<file path="src/rtl/nand_host_pkg.sv">
// Purpose: Shared constants and carrier types for the NAND status, ID and reset host.
// Assumes: 25 MHz clock, 8-bit multiplexed flash bus.
// Notes: Timing counts derive from times in their own units.
package nand_host_pkg;

  localparam int unsigned CLK_MHZ = 25;
  // Flash command codes, ID address, status values and ID byte count.
  localparam logic [7:0] CMD_STATUS = 8'h70;
  localparam logic [7:0] CMD_IDENT = 8'h90;
  localparam logic [7:0] CMD_RESET = 8'hff;
  localparam logic [7:0] CMD_READ_MAIN = 8'h00;
  localparam logic [7:0] ADDR_IDENT = 8'h00;
  localparam logic [7:0] STATUS_AFTER_RESET = 8'hc0;
  localparam int unsigned STATUS_READY_BIT = 6;
  localparam int unsigned ID_BYTES = 4;
  // Power-up wait, least time, rounded up.
  localparam int unsigned POWER_UP_US = 10;
  localparam int unsigned POWER_UP_CYC = POWER_UP_US * CLK_MHZ;
  // Longest reset busy, read/program/erase worst case 500 us.
  localparam int unsigned RESET_MAX_US = 500;
  localparam int unsigned RESET_MAX_CYC = RESET_MAX_US * CLK_MHZ;
  // Strobe phase length; 80 ns per half covers setup, access and cycle times.
  localparam int unsigned STROBE_NS = 80;
  localparam int unsigned STROBE_CYC = (STROBE_NS * CLK_MHZ + 999) / 1000;
  // Write high to read low, 60 ns least.
  localparam int unsigned WHR_NS = 60;
  localparam int unsigned WHR_CYC = (WHR_NS * CLK_MHZ + 999) / 1000;
  // Write high to busy, 100 ns longest: wait this long before sampling ready.
  localparam int unsigned WB_NS = 100;
  localparam int unsigned WB_CYC = (WB_NS * CLK_MHZ + 999) / 1000;
  localparam int unsigned CNT_W = 20;

  typedef enum logic [1:0] {
    OP_STATUS = 2'b00,
    OP_IDENT = 2'b01,
    OP_RESET = 2'b10,
    OP_READ_MAIN = 2'b11
  } op_t;

  typedef struct packed {
    logic ce_n;
    logic cle;
    logic ale;
    logic we_n;
    logic output_strobe_n;
    logic write_lock_n;
  } flash_ctl_t;

  typedef enum logic [3:0] {
    ST_POWER = 4'h0,
    ST_IDLE = 4'h1,
    ST_CMD_LO = 4'h2,
    ST_CMD_HI = 4'h3,
    ST_ADR_LO = 4'h4,
    ST_ADR_HI = 4'h5,
    ST_GAP = 4'h6,
    ST_RD_LO = 4'h7,
    ST_RD_HI = 4'h8,
    ST_BUSY = 4'h9,
    ST_DONE = 4'ha
  } state_t;

  typedef struct packed {
    state_t st;
    op_t op;
    flash_ctl_t ctl;
    logic [7:0] dout;
    logic dout_en;
    logic [1:0] idx;
    logic [CNT_W-1:0] cnt;
    logic [7:0] status;
    logic [31:0] ident;
    logic busy_seen;
    logic timeout;
  } host_state_t;

endpackage

</file>
<file path="src/rtl/nand_status_id_reset_control.sv">
// Purpose: Host controller that issues status read, ID read and reset to a NAND flash.
// Assumes: Flash pins synchronous to clk; completion_line pulled up outside.
// Notes: One request at a time; req is taken only while ready is high.
`timescale 1ns/10ps

module nand_status_id_reset_control
  import nand_host_pkg::*;
(
  // Clock and reset
  input wire logic clk,
  input wire logic rst_b,
  // User request side
  input wire logic req,
  input wire op_t req_op,
  input wire logic lock_release,
  output logic ready,
  output logic done,
  output logic timeout,
  output logic [7:0] status,
  output logic [31:0] ident,
  // Flash pins
  output flash_ctl_t flash_ctl,
  input wire logic [7:0] io_in,
  output logic [7:0] io_out,
  output logic io_oe,
  input wire logic completion_line
);

  host_state_t s_q, s_d;

  // No program command exists in this set, so the partial-program limits always hold.
  function automatic logic [7:0] cmd_code(input op_t op);
    unique case (op)
      OP_STATUS: cmd_code = CMD_STATUS;
      OP_IDENT: cmd_code = CMD_IDENT;
      OP_RESET: cmd_code = CMD_RESET;
      OP_READ_MAIN: cmd_code = CMD_READ_MAIN;
    endcase
  endfunction

  localparam logic [CNT_W-1:0] STROBE_C = CNT_W'(STROBE_CYC);

  // ----------------------------------------------------------------------
  // Sequencer
  // ----------------------------------------------------------------------
  always_comb begin
    s_d = s_q;
    s_d.cnt = (s_q.cnt != '0) ? s_q.cnt - 1'b1 : s_q.cnt;
    unique case (s_q.st)
      ST_POWER: begin
        if (s_q.cnt == '0) begin
          s_d.st = ST_IDLE;
        end
      end
      ST_IDLE: begin
        s_d.ctl.ce_n = 1'b1;
        if (lock_release) begin
          s_d.ctl.write_lock_n = 1'b1;
        end
        if (req) begin
          s_d.op = req_op;
          s_d.timeout = 1'b0;
          s_d.idx = '0;
          s_d.ctl.ce_n = 1'b0;
          s_d.ctl.cle = 1'b1;
          s_d.ctl.we_n = 1'b0;
          s_d.dout = cmd_code(req_op);
          s_d.dout_en = 1'b1;
          s_d.cnt = STROBE_C;
          s_d.st = ST_CMD_LO;
        end
      end
      ST_CMD_LO: begin
        if (s_q.cnt == '0) begin
          s_d.ctl.we_n = 1'b1;
          s_d.cnt = STROBE_C;
          s_d.st = ST_CMD_HI;
        end
      end
      ST_CMD_HI: begin
        if (s_q.cnt == '0) begin
          s_d.ctl.cle = 1'b0;
          s_d.dout_en = 1'b0;
          unique case (s_q.op)
            OP_IDENT: begin
              s_d.ctl.ale = 1'b1;
              s_d.ctl.we_n = 1'b0;
              s_d.dout = ADDR_IDENT;
              s_d.dout_en = 1'b1;
              s_d.cnt = STROBE_C;
              s_d.st = ST_ADR_LO;
            end
            OP_RESET: begin
              s_d.cnt = CNT_W'(WB_CYC);
              s_d.busy_seen = 1'b0;
              s_d.st = ST_BUSY;
            end
            OP_STATUS: begin
              s_d.cnt = CNT_W'(WHR_CYC);
              s_d.st = ST_GAP;
            end
            OP_READ_MAIN: begin
              s_d.st = ST_DONE;
            end
          endcase
        end
      end
      ST_ADR_LO: begin
        if (s_q.cnt == '0) begin
          s_d.ctl.we_n = 1'b1;
          s_d.cnt = STROBE_C;
          s_d.st = ST_ADR_HI;
        end
      end
      ST_ADR_HI: begin
        if (s_q.cnt == '0) begin
          s_d.ctl.ale = 1'b0;
          s_d.dout_en = 1'b0;
          s_d.cnt = CNT_W'(WHR_CYC);
          s_d.st = ST_GAP;
        end
      end
      ST_GAP: begin
        if (s_q.cnt == '0) begin
          // Chip select is already low, so this falling strobe is the later edge.
          s_d.ctl.output_strobe_n = 1'b0;
          s_d.cnt = STROBE_C;
          s_d.st = ST_RD_LO;
        end
      end
      ST_RD_LO: begin
        if (s_q.cnt == '0) begin
          s_d.ctl.output_strobe_n = 1'b1;
          if (s_q.op == OP_STATUS) begin
            s_d.status = io_in;
            s_d.st = ST_DONE;
          end else begin
            // Maker code lands in the top byte, fourth byte in the bottom.
            s_d.ident = {s_q.ident[23:0], io_in};
            s_d.idx = s_q.idx + 1'b1;
            s_d.cnt = STROBE_C;
            s_d.st = (s_q.idx == 2'(ID_BYTES - 1)) ? ST_DONE : ST_RD_HI;
          end
        end
      end
      ST_RD_HI: begin
        if (s_q.cnt == '0) begin
          s_d.ctl.output_strobe_n = 1'b0;
          s_d.cnt = STROBE_C;
          s_d.st = ST_RD_LO;
        end
      end
      ST_BUSY: begin
        // The long wait is armed as soon as the line is seen low, or when the onset
        // window ends, so a fast busy onset never runs into the short window count.
        if (!s_q.busy_seen) begin
          if (!completion_line || s_q.cnt == '0) begin
            s_d.busy_seen = 1'b1;
            s_d.cnt = CNT_W'(RESET_MAX_CYC);
          end
        end else if (completion_line) begin
          s_d.status = STATUS_AFTER_RESET;
          s_d.status[7] = s_q.ctl.write_lock_n;
          s_d.st = ST_DONE;
        end else if (s_q.cnt == '0) begin
          s_d.timeout = 1'b1;
          s_d.st = ST_DONE;
        end
      end
      ST_DONE: begin
        s_d.ctl.ce_n = 1'b1;
        s_d.st = ST_IDLE;
      end
      default: begin
        s_d.st = ST_IDLE;
      end
    endcase
  end

  always_ff @(posedge clk or negedge rst_b) begin
    if (!rst_b) begin
      s_q <= '{st: ST_POWER, op: OP_STATUS,
               ctl: '{ce_n: 1'b1, cle: 1'b0, ale: 1'b0, we_n: 1'b1,
                      output_strobe_n: 1'b1, write_lock_n: 1'b0},
               dout: 8'h00, dout_en: 1'b0, idx: 2'h0,
               cnt: CNT_W'(POWER_UP_CYC), status: 8'h00, ident: 32'h0,
               busy_seen: 1'b0, timeout: 1'b0};
    end else begin
      s_q <= s_d;
    end
  end

  assign ready = (s_q.st == ST_IDLE);
  assign done = (s_q.st == ST_DONE);
  assign timeout = s_q.timeout;
  assign status = s_q.status;
  assign ident = s_q.ident;
  assign flash_ctl = s_q.ctl;
  assign io_out = s_q.dout;
  assign io_oe = s_q.dout_en;

  // ----------------------------------------------------------------------
  // Checks
  // ----------------------------------------------------------------------
  power_wait_a: assert property (@(posedge clk) disable iff (!rst_b)
    $rose(rst_b) |-> (s_q.st == ST_POWER)[*8])
    else $error("command left power wait too early");
  lock_low_a: assert property (@(posedge clk) disable iff (!rst_b)
    (s_q.st == ST_POWER) |-> !flash_ctl.write_lock_n)
    else $error("write lock released during power-up");
  status_cmd_a: assert property (@(posedge clk) disable iff (!rst_b)
    (ready && req && req_op == OP_STATUS) |=> (io_out == CMD_STATUS && flash_ctl.cle))
    else $error("status command code wrong");
  strobe_late_a: assert property (@(posedge clk) disable iff (!rst_b)
    $fell(flash_ctl.output_strobe_n) |-> !flash_ctl.ce_n && !io_oe)
    else $error("output strobe fell with chip deselected or bus driven");
  ident_addr_a: assert property (@(posedge clk) disable iff (!rst_b)
    $rose(flash_ctl.ale) |-> (io_out == ADDR_IDENT && s_q.op == OP_IDENT))
    else $error("ident address cycle wrong");
  ident_count_a: assert property (@(posedge clk) disable iff (!rst_b)
    (done && s_q.op == OP_IDENT) |-> s_q.idx == 2'h0)
    else $error("ident did not read four bytes");
  reset_status_a: assert property (@(posedge clk) disable iff (!rst_b)
    (done && s_q.op == OP_RESET && !timeout && flash_ctl.write_lock_n)
      |-> status == STATUS_AFTER_RESET)
    else $error("status after reset not C0");
  reset_wait_a: assert property (@(posedge clk) disable iff (!rst_b)
    (s_q.st == ST_BUSY && !completion_line) |=> (!done || timeout))
    else $error("reset completed while line low");
  single_strobe_a: assert property (@(posedge clk) disable iff (!rst_b)
    (s_q.st == ST_BUSY) |-> flash_ctl.we_n)
    else $error("command written during reset busy");
  status_c: cover property (@(posedge clk) disable iff (!rst_b)
    done && s_q.op == OP_STATUS);
  ident_c: cover property (@(posedge clk) disable iff (!rst_b)
    done && s_q.op == OP_IDENT);
  reset_c: cover property (@(posedge clk) disable iff (!rst_b)
    done && s_q.op == OP_RESET && !timeout);

endmodule // nand_status_id_reset_control

</file>
<file path="config.mk">
export PLATFORM = sky130hd
export DESIGN_NAME = nand_status_id_reset_control
export DESIGN_NICKNAME = d
export VERILOG_FILES = /design/src/rtl/nand_host_pkg.sv /design/src/rtl/nand_status_id_reset_control.sv
export SDC_FILE = /design/constraint.sdc
export NUM_CORES = 1
export LEC_CHECK = 0
export BUFFER_PORTS_ARGS = -buffer_cell sky130_fd_sc_hd__buf_2
export CORE_ASPECT_RATIO = 0.7
export CORE_MARGIN = 2
export CORE_UTILIZATION = 50
export CTS_BUF_LIST = sky130_fd_sc_hd__clkbuf_8
export CTS_CLUSTER_DIAMETER = 50
export CTS_CLUSTER_SIZE = 40
export DETAILED_ROUTE_END_ITERATION = 16
export PLACE_DENSITY = 0.68
export SLEW_MARGIN = 20
export SYNTH_ARGS = -nofsm -noshare
export SYNTH_HDL_FRONTEND = slang
export SYNTH_SLANG_ARGS = --single-unit
</file>
<file path="constraint.sdc">
create_clock -name clk -period 3.55 [get_ports clk]
set_input_delay 0.71 -clock clk [delete_from_list [all_inputs] [get_ports clk]]
set_output_delay 0.71 -clock clk [all_outputs]
set_load 0.01 [all_outputs]
</file>
=== After elaboration in Yosys (flattened, before gate mapping) ===
Cells that the tools add are included.

* $add $sub $neg: 2
* Equal/unequal tests: 35
* Mux-type cells: 54
* Bitwise gates (word level): 1
* Reductions and logical operators: 35

{| class="wikitable"
|+ Operators with widths
! operator !! number
|-
| 2-to-1 mux 20 bit || 5
|-
| case mux 20 bit (5 select lines) || 1
|-
| 2-to-1 mux 62 bit || 1
|-
| 2-to-1 mux 4 bit || 10
|-
| case mux 20 bit (2 select lines) || 1
|-
| case mux 4 bit (9 select lines) || 1
|-
| 2-to-1 mux 32 bit || 1
|-
| 2-to-1 mux 8 bit || 4
|-
| case mux 8 bit (2 select lines) || 2
|-
| case mux 8 bit (4 select lines) || 1
|-
| 2-to-1 mux 31 bit || 1
|-
| != test 2 bit (second input constant) || 13
|-
| 2-to-1 mux 22 bit || 1
|-
| logical NOT 20 bit || 1
|-
| nonzero test 20 bit || 1
|-
| subtractor 20 x 1 -> 20 bit (second input constant) || 1
|-
| 2-to-1 mux 9 bit || 2
|-
| equality test 4 x 3 -> 1 bit (second input constant) || 4
|-
| case mux 4 bit (4 select lines) || 1
|-
| AND reduction 4 bit || 4
|-
| nonzero test 2 bit || 8
|-
| AND reduction 5 bit || 3
|-
| equality test 4 bit (second input constant) || 3
|-
| case mux 1 bit (2 select lines) || 6
|-
| 23 further kinds || 51
|}

* Register bits after elaboration: 85
* Bits of input ports: 15
* Output and inout port bits: 58
* Word-level logic and storage cells: 143

=== Depth between registers and ports, before layout ===
Gate-level depths: netlist of run 1.

* Word-level depth: 5
* Mapped depth: 12
* Depth with buffers taken out: 11

=== Least setup slack after synthesis of run 1 ===
OpenSTA, ideal clock, no wires.

* Path type: register to register
* Start: register s_q[42] (netlist name)
* End: register s_q[42] (netlist name)
* Library setup time: 0.091 ns
* Arrival: 2.604 ns
* Required time: 3.459 ns
* Setup slack: 0.856 ns
* Cell stages (with the launch flop): 13
* Path buffers: 1
* Clock period less this slack: 2.694 ns
* Cells stage by stage: dfrtp_1 -> inv_1 -> ha_1 -> nor4b_2 -> nand4_2 -> nor2_4 -> inv_1 -> buf_2 -> ha_1 -> a211o_1 -> o2111ai_1 -> o21ai_0 -> o221ai_1

{| class="wikitable"
|+ RTL lines
! element !! line !! text
|-
| start: declaration || nand_status_id_reset_control.sv:29 || <nowiki>host_state_t s_q, s_d;</nowiki>
|-
| start signal: assignment || nand_status_id_reset_control.sv:182 || <nowiki>s_q <= '{st: ST_POWER, op: OP_STATUS,</nowiki>
|}

==> flow_summary.toml, run 1 <==
[clock_network]
cts_tree = "done"
cts-resized-gates = 0
cts_root_buf = "clkbuf_8"
cts_setup_buffers = 0
cts_hold_buf = 0
cts_sinks = 81
clkTransAtPathRegs_ns = 0.08
clockBufferDepth = 2
cts_inserted_buffers = 9
htreeDepth = 3
clk_latency_ns = 0.36

[layout]
n_fill_cell = 802
stdcell_area_sq_um = 4950
num-nets-final = 481
antenna_cells = 0
final_core_util_pct = 54.6
syn_to_final_growth_pct = 6.26
drive_gt1_share_pct = 33.0
layout.cells.non_filler = 585

[yosys]
syn_area_per_cell_sq_um = 10.6
synth.distinct_cells = 67
synth_nets = 465
ys.flop_type = "dfrtp_1"
synth_edf_count = 0
syn-instance-count = 440
ys_seq_area_share_pct = 43.7
postSynth.asyncResetShare_pct = 100
yosysWarnings = 0
synth_seq_cells = 81
synth_area_sq_um = 4660

[power_and_ir_drop]
p_sw_uw = 1530
p_clk_share_pct = 21.4
peakVddDrop_v = 0.000317
combPwrFrac_pct = 39.8
power_density_nw_per_um2 = 769
total_leakage_power_uw = 0.00240
p_int_uw = 2280
swShare_pct = 40.1
power_frac_seq_pct = 38.8

[worst_hold_path]
hp-class = "input pin to asynchronous set/reset pin"

[timing]
min_period_ns = 2.77
rsz0062_at_grt = "no"
max_freq_mhz = 361
relSlewSlack_pct = 50.2
setup_viol_count_final = 0
slew_viol_final = 0
finalCritPeriodShare_pct = 78.0
final-hold-violation-count = 0
tightest_slew_ns = 0.747
tns_ns = 0
finClkSkew_ns = 0.0115

[critical_path]
cp.arrival_ns = 3.03
crit_required_ns = 3.81
crit_chain = "inv_1 -> ha_1 -> nor4b_2 -> nand4_2 -> nor2_4 -> inv_1 -> ha_1 -> a211o_1 -> o2111ai_1 -> o21ai_0 -> o221ai_1"
crit_path_max_incr_delay_ns = 0.40
cp-start-kind = "flip-flop"
crit_fanout = 10
crit_type = "flip-flop to flip-flop"
end_kind = "flip-flop"
cp_slowest_cell = "dfrtp_1"

[global_routing]
grt_pass1_wl_mm = 16.1
overflow = 0
grt_max_degree = 82
grt_pass1_vias = 3099
antenna_found_initial = 0
grt_use_total_pct = 20.1

[place]
gp_congestion = 0.887
io_buffer_count = 72
dp_hpwl_mm = 6.75
placedCellCount = 569
place_area_sq_um = 4710

[floorplanning]
fp.dieH_um = 84.8
rows = 29
pin_count = 73
die_x_um = 119
die_area_sq_um = 10100
start_util_pct = 51.4
coreArea_sq_um = 9070

[routing]
antenna_left = 0
wire_per_inst_um = 16.5
drt_iter0_drc = 257
drt_wl_total_mm = 9.66
first_pass_iters = 4
drc_errors = 0
num_vias = 3199
viasPerCell = 5.47

[status]
status = "finished clean"

[flow_run]
maxCapViolCount = 0
final timing paths:
kind	start	to	slack (ns)	cells after the start
max in group asynchronous	rst_b	s_q[82]$_DFFE_PN0P_	2.65	1
max reg2reg	s_q[42]$_DFF_PN0_	s_q[42]$_DFF_PN0_	0.78	11
min	rst_b	s_q[56]$_DFF_PN0_	0.37	1
min in group clk	flash_ctl[0]$_DFFE_PN0P_	flash_ctl[0]$_DFFE_PN0P_	0.50	1
max	s_q[42]$_DFF_PN0_	s_q[42]$_DFF_PN0_	0.78	11
min reg2reg	flash_ctl[0]$_DFFE_PN0P_	flash_ctl[0]$_DFFE_PN0P_	0.50	1
placed cells by master, fill, tap and decap left out, types with 8 or more instances in the layout:
| cell | count |
|---|---|
| mux2_2 | 11 |
| clkbuf_8 | 9 |
| a21oi_1 | 14 |
| dfrtp_1 | 72 |
| inv_1 | 16 |
| buf_2 | 71 |
| o21ai_0 | 27 |
| nor3_1 | 8 |
| dfstp_2 | 9 |
| ha_1 | 10 |
| mux2_4 | 27 |
| nor2_1 | 42 |
| nand2_1 | 23 |
stage by stage:
stage          total power (uW)  setup slack, ns  hold WS, ns
6_report                   3810            0.780        0.368
3_3_place_gp               2970            0.874        0.465
4_1_cts                    3820            0.767        0.498
2_1_floorplan              2710            0.856        0.414
5_1_grt                    4070            0.559        0.435
3_5_place_dp               2990            0.811        0.479
state kept, by name, indices dropped and copies added, names as in the netlist:
register and cells:
io_oe 1, ident 32, status 8, io_out 4, s_q 29, timeout 1, flash_ctl 6
power groups by stage:
stage	clock (uW)	sequential, uW	combinational [uW]
4_1_cts	837	1470	1510
5_1_grt	874	1520	1670
3_5_place_dp	0	1490	1500
3_3_place_gp	0	1480	1490
6_report	815	1480	1510
2_1_floorplan	0	1340	1370
cell usage after synthesis (3+ instances only):
library cell,number,share of area [%]
dfrtp_1,72,39
clkbuf_1,10,0.81
nand3b_1,3,0.48
o21ai_0,27,2.9
buf_4,55,8.9
nor2_1,42,3.4
ha_1,10,2.7
xor2_1,7,1.3
a21oi_1,14,1.5
nor4_1,6,0.81
nand4_1,3,0.40
nor2b_1,3,0.40
dfstp_2,9,5.1
nand2_1,23,1.9
inv_1,15,1.2
nor3_1,8,0.86
o2111ai_1,4,0.75
xnor2_1,6,1.1
a31oi_1,7,0.94
a22o_1,6,1.1
nand2b_1,6,0.81
or3_1,3,0.40
o21a_1,3,0.48
mux2_2,11,2.7
buf_6,6,1.4
mux2_4,27,8.7
cell families (layout without fill, tap and decap cells):
| logic type | count (synthesis) | count (layout) | synth area share (%) |
|---|---|---|---|
| AND/OR/NAND/NOR | 119 | 119 | 14.2 |
| AO/OA/AOI/OAI | 89 | 89 | 12.6 |
| buffers and inverters | 88 | 109 | 12.5 |
| flip-flops | 81 | 81 | 43.7 |
| multiplexers | 40 | 40 | 11.8 |
| XOR/XNOR | 13 | 13 | 2.44 |
| adder cells (fa/ha/maj) | 10 | 10 | 2.68 |
critical path, delay by kind of cell, from the launching register on:
kind / cells / cell delay, ns
simple gates: 3 / 0.90
buf+inv: 2 / 0.17
compound gates: 4 / 0.67
fa+ha+maj: 2 / 0.52
flops: 1 / 0.40
routing by layer:
| metal | wire (um) | vias to the layer above | track usage, % |
|---|---|---|---|
| li1 | - | 1539 | - |
| met1 | 4910 | 1562 | 30.2 |
| met2 | 4080 | 88 | 28.1 |
| met3 | 562 | 10 | 5.77 |
| met4 | 103 | 0 | 6.42 |
| met5 | 0 | - | 0 |
cell type report:
cell class	instances	area, sq um	share of cell area (%)
sequential	81	2040	41.2
tap	124	155	3.13
timing repair buffer	78	424	8.56
clock inverter	7	116	2.35
multi-input combinational	271	2040	41.2
clock buffer	9	124	2.50
inverter	15	56.3	1.14
Note: power is estimated with default switching activity, not from simulation.
==> inputs of run 2 (changes only) <==
clock period = 2.8 ns   (was 3.55 ns; I/O delays follow)
==> flow_summary.toml, run 2 (synthesized netlist as in run 1, its figures left out) <==
[clock_network]
cts_hold_buf = 0
htreeDepth = 3
cts_sinks = 81
cts_tree = "done"
cts-resized-gates = 0
cts_root_buf = "clkbuf_8"
cts_inserted_buffers = 9
clockBufferDepth = 2
cts_setup_buffers = 0
clkTransAtPathRegs_ns = 0.09
clk_latency_ns = 0.37

[floorplanning]
start_util_pct = 51.4
fp.dieH_um = 84.8
die_x_um = 119
die_area_sq_um = 10100
coreArea_sq_um = 9070
pin_count = 73
rows = 29

[timing]
tns_ns = 0
min_period_ns = 2.64
max_freq_mhz = 379
setup_viol_count_final = 0
tightest_slew_ns = 0.699
final-hold-violation-count = 0
slew_viol_final = 0
rsz0062_at_grt = "no"
finalCritPeriodShare_pct = 94.2
finClkSkew_ns = 0.00982
relSlewSlack_pct = 53.4

[critical_path]
cp.arrival_ns = 2.90
crit_fanout = 5
crit_required_ns = 3.07
worst_r2r_endpoint = "s_q[42]$_DFF_PN0_"
rr_worst_depth = 11
cp-start-kind = "flip-flop"
crit_type = "flip-flop to flip-flop"
cp-startpoint = "s_q[42]$_DFF_PN0_"
end_kind = "flip-flop"
crit-reg2reg-launch = "s_q[42]$_DFF_PN0_"
reg2reg_slack_ns = 0.16

[routing]
viasPerCell = 5.54
drc_errors = 0
antenna_left = 0
first_pass_iters = 4
drt_wl_total_mm = 9.98
num_vias = 3277
drt_iter0_drc = 198
wire_per_inst_um = 16.9

[layout]
syn_to_final_growth_pct = 7.49
layout.cells.non_filler = 592
layout_common_cells = "dfrtp_1 (72), buf_2 (71), nor2_1 (42)"
final_core_util_pct = 55.2
largest_register_ffs = 32
layout_commonest_cell = "dfrtp_1"
stdcell_area_sq_um = 5010
n_fill_cell = 782
num-nets-final = 488
drive_gt1_share_pct = 34.2
antenna_cells = 0

[place]
dp_hpwl_mm = 7.08
place_area_sq_um = 4770
gp_congestion = 0.885
io_buffer_count = 72
placedCellCount = 576

[power_and_ir_drop]
power_density_nw_per_um2 = 973
total_leakage_power_uw = 0.00243
peakVddDrop_v = 0.000432
power_uw = 4870

[global_routing]
overflow = 0
grt_pass1_vias = 3228
grt_pass1_wl_mm = 16.6
grt_use_total_pct = 20.7
antenna_found_initial = 0
grt_max_degree = 56

[status]
status = "finished clean"

[worst_hold_path]
hp-class = "input pin to asynchronous set/reset pin"

[flow_run]
maxCapViolCount = 0
run 2: layout make-up:
cell class                      count  area [sq um]  area share (%)
Tap cell                          124           155            3.10
Timing Repair Buffer               85           485            9.69
Clock buffer                       11           151            3.02
Clock inverter                      5          85.1            1.70
Inverter                           15          56.3            1.12
Multi-Input combinational cell    271          2040            40.7
Sequential cell                    81          2040            40.7
run 2: stage by stage:
step	setup slack [ns]	hold slack (ns)
floorplan	0.106	0.264
global placement	0.313	0.464
detailed placement	0.225	0.477
CTS	0.194	0.112
global route	0.00376	0.122
finish	0.162	0.111
run 2: worst max-delay path, cell delays in order (launching register included):
cell and delay, ns:
dfrtp_1 0.42, inv_1 0.11, ha_1 0.25, nor4b_2 0.35, nand4_2 0.19, nor2_4 0.14, inv_1 0.06, ha_1 0.31
a211o_1 0.30, o2111ai_1 0.10, o21ai_0 0.11, o221ai_1 0.21
run 2: worst max-delay path by stage:
stage / endpoint / cells past startpoint
after floorplan: s_q[42]$_DFF_PN0_ / 12
after global placement: ident[8]$_DFFE_PN0P_ / 8
after detailed placement: ident[4]$_DFFE_PN0P_ / 8
after CTS: ident[6]$_DFFE_PN0P_ / 8
after global routing: s_q[42]$_DFF_PN0_ / 11
final: s_q[42]$_DFF_PN0_ / 11
run 2: layer usage:
layer  GRT usage [%]  part of all wire (%)  vias up
li1                -                     -     1555
met1            30.1                    50     1613
met2            29.8                    43       94
met3            5.77                   5.4       15
met4            7.06                   1.4        0
met5               0                     0        -
run 2: power by group:
group / switching [uW] / total, uW / internal, uW
registers: 359 / 1850 / 1490
clock network: 456 / 1010 / 557
logic: 1160 / 2010 / 855
total: 1970 / 4870 / 2900
==> inputs of run 3 (changes only) <==
PLACE_DENSITY = default   (was 0.68)
PLACE_DENSITY_LB_ADDON = 0.08   (was default)
==> flow_summary.toml, run 3 (synthesized netlist as in run 1, its figures left out) <==
[timing]
finalCritPeriodShare_pct = 92.6
min_period_ns = 2.59
relSlewSlack_pct = 51.9
slew_viol_final = 0
tns_ns = 0
finClkSkew_ns = 0.00490
final-hold-violation-count = 0
rsz0062_at_grt = "no"
max_freq_mhz = 386
tightest_slew_ns = 0.722
setup_viol_count_final = 0

[routing]
drt_wl_total_mm = 9.84
viasPerCell = 5.51
first_pass_iters = 5
drt_iter0_drc = 285
num_vias = 3251
antenna_left = 0
wire_per_inst_um = 16.7
drc_errors = 0

[power_and_ir_drop]
swShare_pct = 41.0
total_leakage_power_uw = 0.00240
combPwrFrac_pct = 42.9
p_clk_share_pct = 18.4
power_frac_seq_pct = 38.7
p_int_uw = 2770
p_sw_uw = 1930
power_density_nw_per_um2 = 949
peakVddDrop_v = 0.000436

[global_routing]
grt_max_degree = 82
grt_pass1_wl_mm = 16.3
antenna_found_initial = 0
grt_use_total_pct = 20.4
grt_pass1_vias = 3106
overflow = 0

[clock_network]
htreeDepth = 3
clockBufferDepth = 2
cts-resized-gates = 0
clk_latency_ns = 0.35
clkTransAtPathRegs_ns = 0.08
cts_setup_buffers = 0
cts_sinks = 81
cts_root_buf = "clkbuf_8"
cts_hold_buf = 0
cts_tree = "done"
cts_inserted_buffers = 9

[place]
placedCellCount = 575
io_buffer_count = 72
gp_congestion = 0.847
dp_hpwl_mm = 6.88

[critical_path]
cp-start-kind = "flip-flop"
reg2reg_slack_ns = 0.21
end_kind = "flip-flop"
cp_num_buf_inv = 3
crit_chain = "inv_1 -> ha_1 -> nor4b_2 -> nand4_2 -> buf_4 -> nor4_4 -> buf_12 -> mux2_2"
rr_worst_depth = 8
crit_path_max_incr_delay_ns = 0.41
crit_type = "flip-flop to flip-flop"
cp_slowest_cell = "dfrtp_1"
cp-startpoint = "s_q[42]$_DFF_PN0_"
crit_fanout = 35
crit_family = "simple AND/OR/NAND/NOR gates"
crit_required_ns = 3.04
cp.arrival_ns = 2.83
crit-reg2reg-launch = "s_q[42]$_DFF_PN0_"
worst_r2r_endpoint = "ident[8]$_DFFE_PN0P_"

[floorplanning]
coreArea_sq_um = 9070
start_util_pct = 51.4
die_area_sq_um = 10100
pin_count = 73
die_x_um = 119
fp.dieH_um = 84.8
rows = 29

[flow_run]
maxCapViolCount = 0

[layout]
num-nets-final = 487
layout_common_cells = "dfrtp_1 (72), buf_2 (71), nor2_1 (42)"
largest_register_ffs = 32
layout.cells.non_filler = 590
syn_to_final_growth_pct = 6.23
layout_commonest_cell = "dfrtp_1"
drive_gt1_share_pct = 33.9
final_core_util_pct = 54.6
antenna_cells = 0

[status]
status = "finished clean"

[worst_hold_path]
hp-class = "input pin to asynchronous set/reset pin"
==> run 3: cell types whose count changed in the layout (fill, tap and decap cells not counted), sizes merged <==
cell | previous run | this run
buf | 85 | 84
inv | 17 | 15
bufinv | 2 | 1
clkinv | 0 | 3
clkbuf | 11 | 10
==> run 3: layer usage <==
metal	GRT usage [%]	share of wire, %	wire length, um
met5	0	0	0
met4	4.71	0.74	73
met3	4.76	5.1	502
met2	29.2	44	4310
met1	31.4	50	4950
==> run 3: final cells by class <==
| class | instances | area (sq um) |
|---|---|---|
| fill | 816 | 4120 |
| sequential | 81 | 2040 |
| multi-input combinational | 271 | 2040 |
| timing repair buffer | 84 | 469 |
| tap | 124 | 155 |
| clock buffer | 10 | 138 |
| clock inverter | 5 | 56.3 |
| inverter | 15 | 56.3 |
==> run 3: power by group through the flow <==
stage / logic [uW] / clock network [uW] / registers (uW)
2_1_floorplan: 1740 / 0 / 1700
3_3_place_gp: 1980 / 0 / 1830
3_5_place_dp: 2000 / 0 / 1840
4_1_cts: 2010 / 892 / 1820
5_1_grt: 2250 / 950 / 1870
6_report: 2010 / 865 / 1820
==> run 3: worst max path at each step <==
| stage | end | slack, ns | cells past startpoint |
|---|---|---|---|
| after floorplan | s_q[42]$_DFF_PN0_ | 0.11 | 12 |
| after global placement | ident[6]$_DFFE_PN0P_ | 0.31 | 8 |
| after detailed placement | ident[6]$_DFFE_PN0P_ | 0.22 | 8 |
| after CTS | ident[6]$_DFFE_PN0P_ | 0.21 | 8 |
| after global routing | ident[4]$_DFFE_PN0P_ | 0.06 | 8 |
| final | ident[8]$_DFFE_PN0P_ | 0.21 | 8 |
==> run 3: stage by stage <==
stage               hold WS, ns  power, uW  area, sq um  setup slack [ns]
global placement          0.465       3810         4750             0.311
global route              0.296       5070         4950            0.0554
finish                    0.248       4700         4950             0.208
detailed placement        0.463       3830         4750             0.224
floorplan                 0.264       3440         4660             0.106
CTS                       0.396       4720         4950             0.206
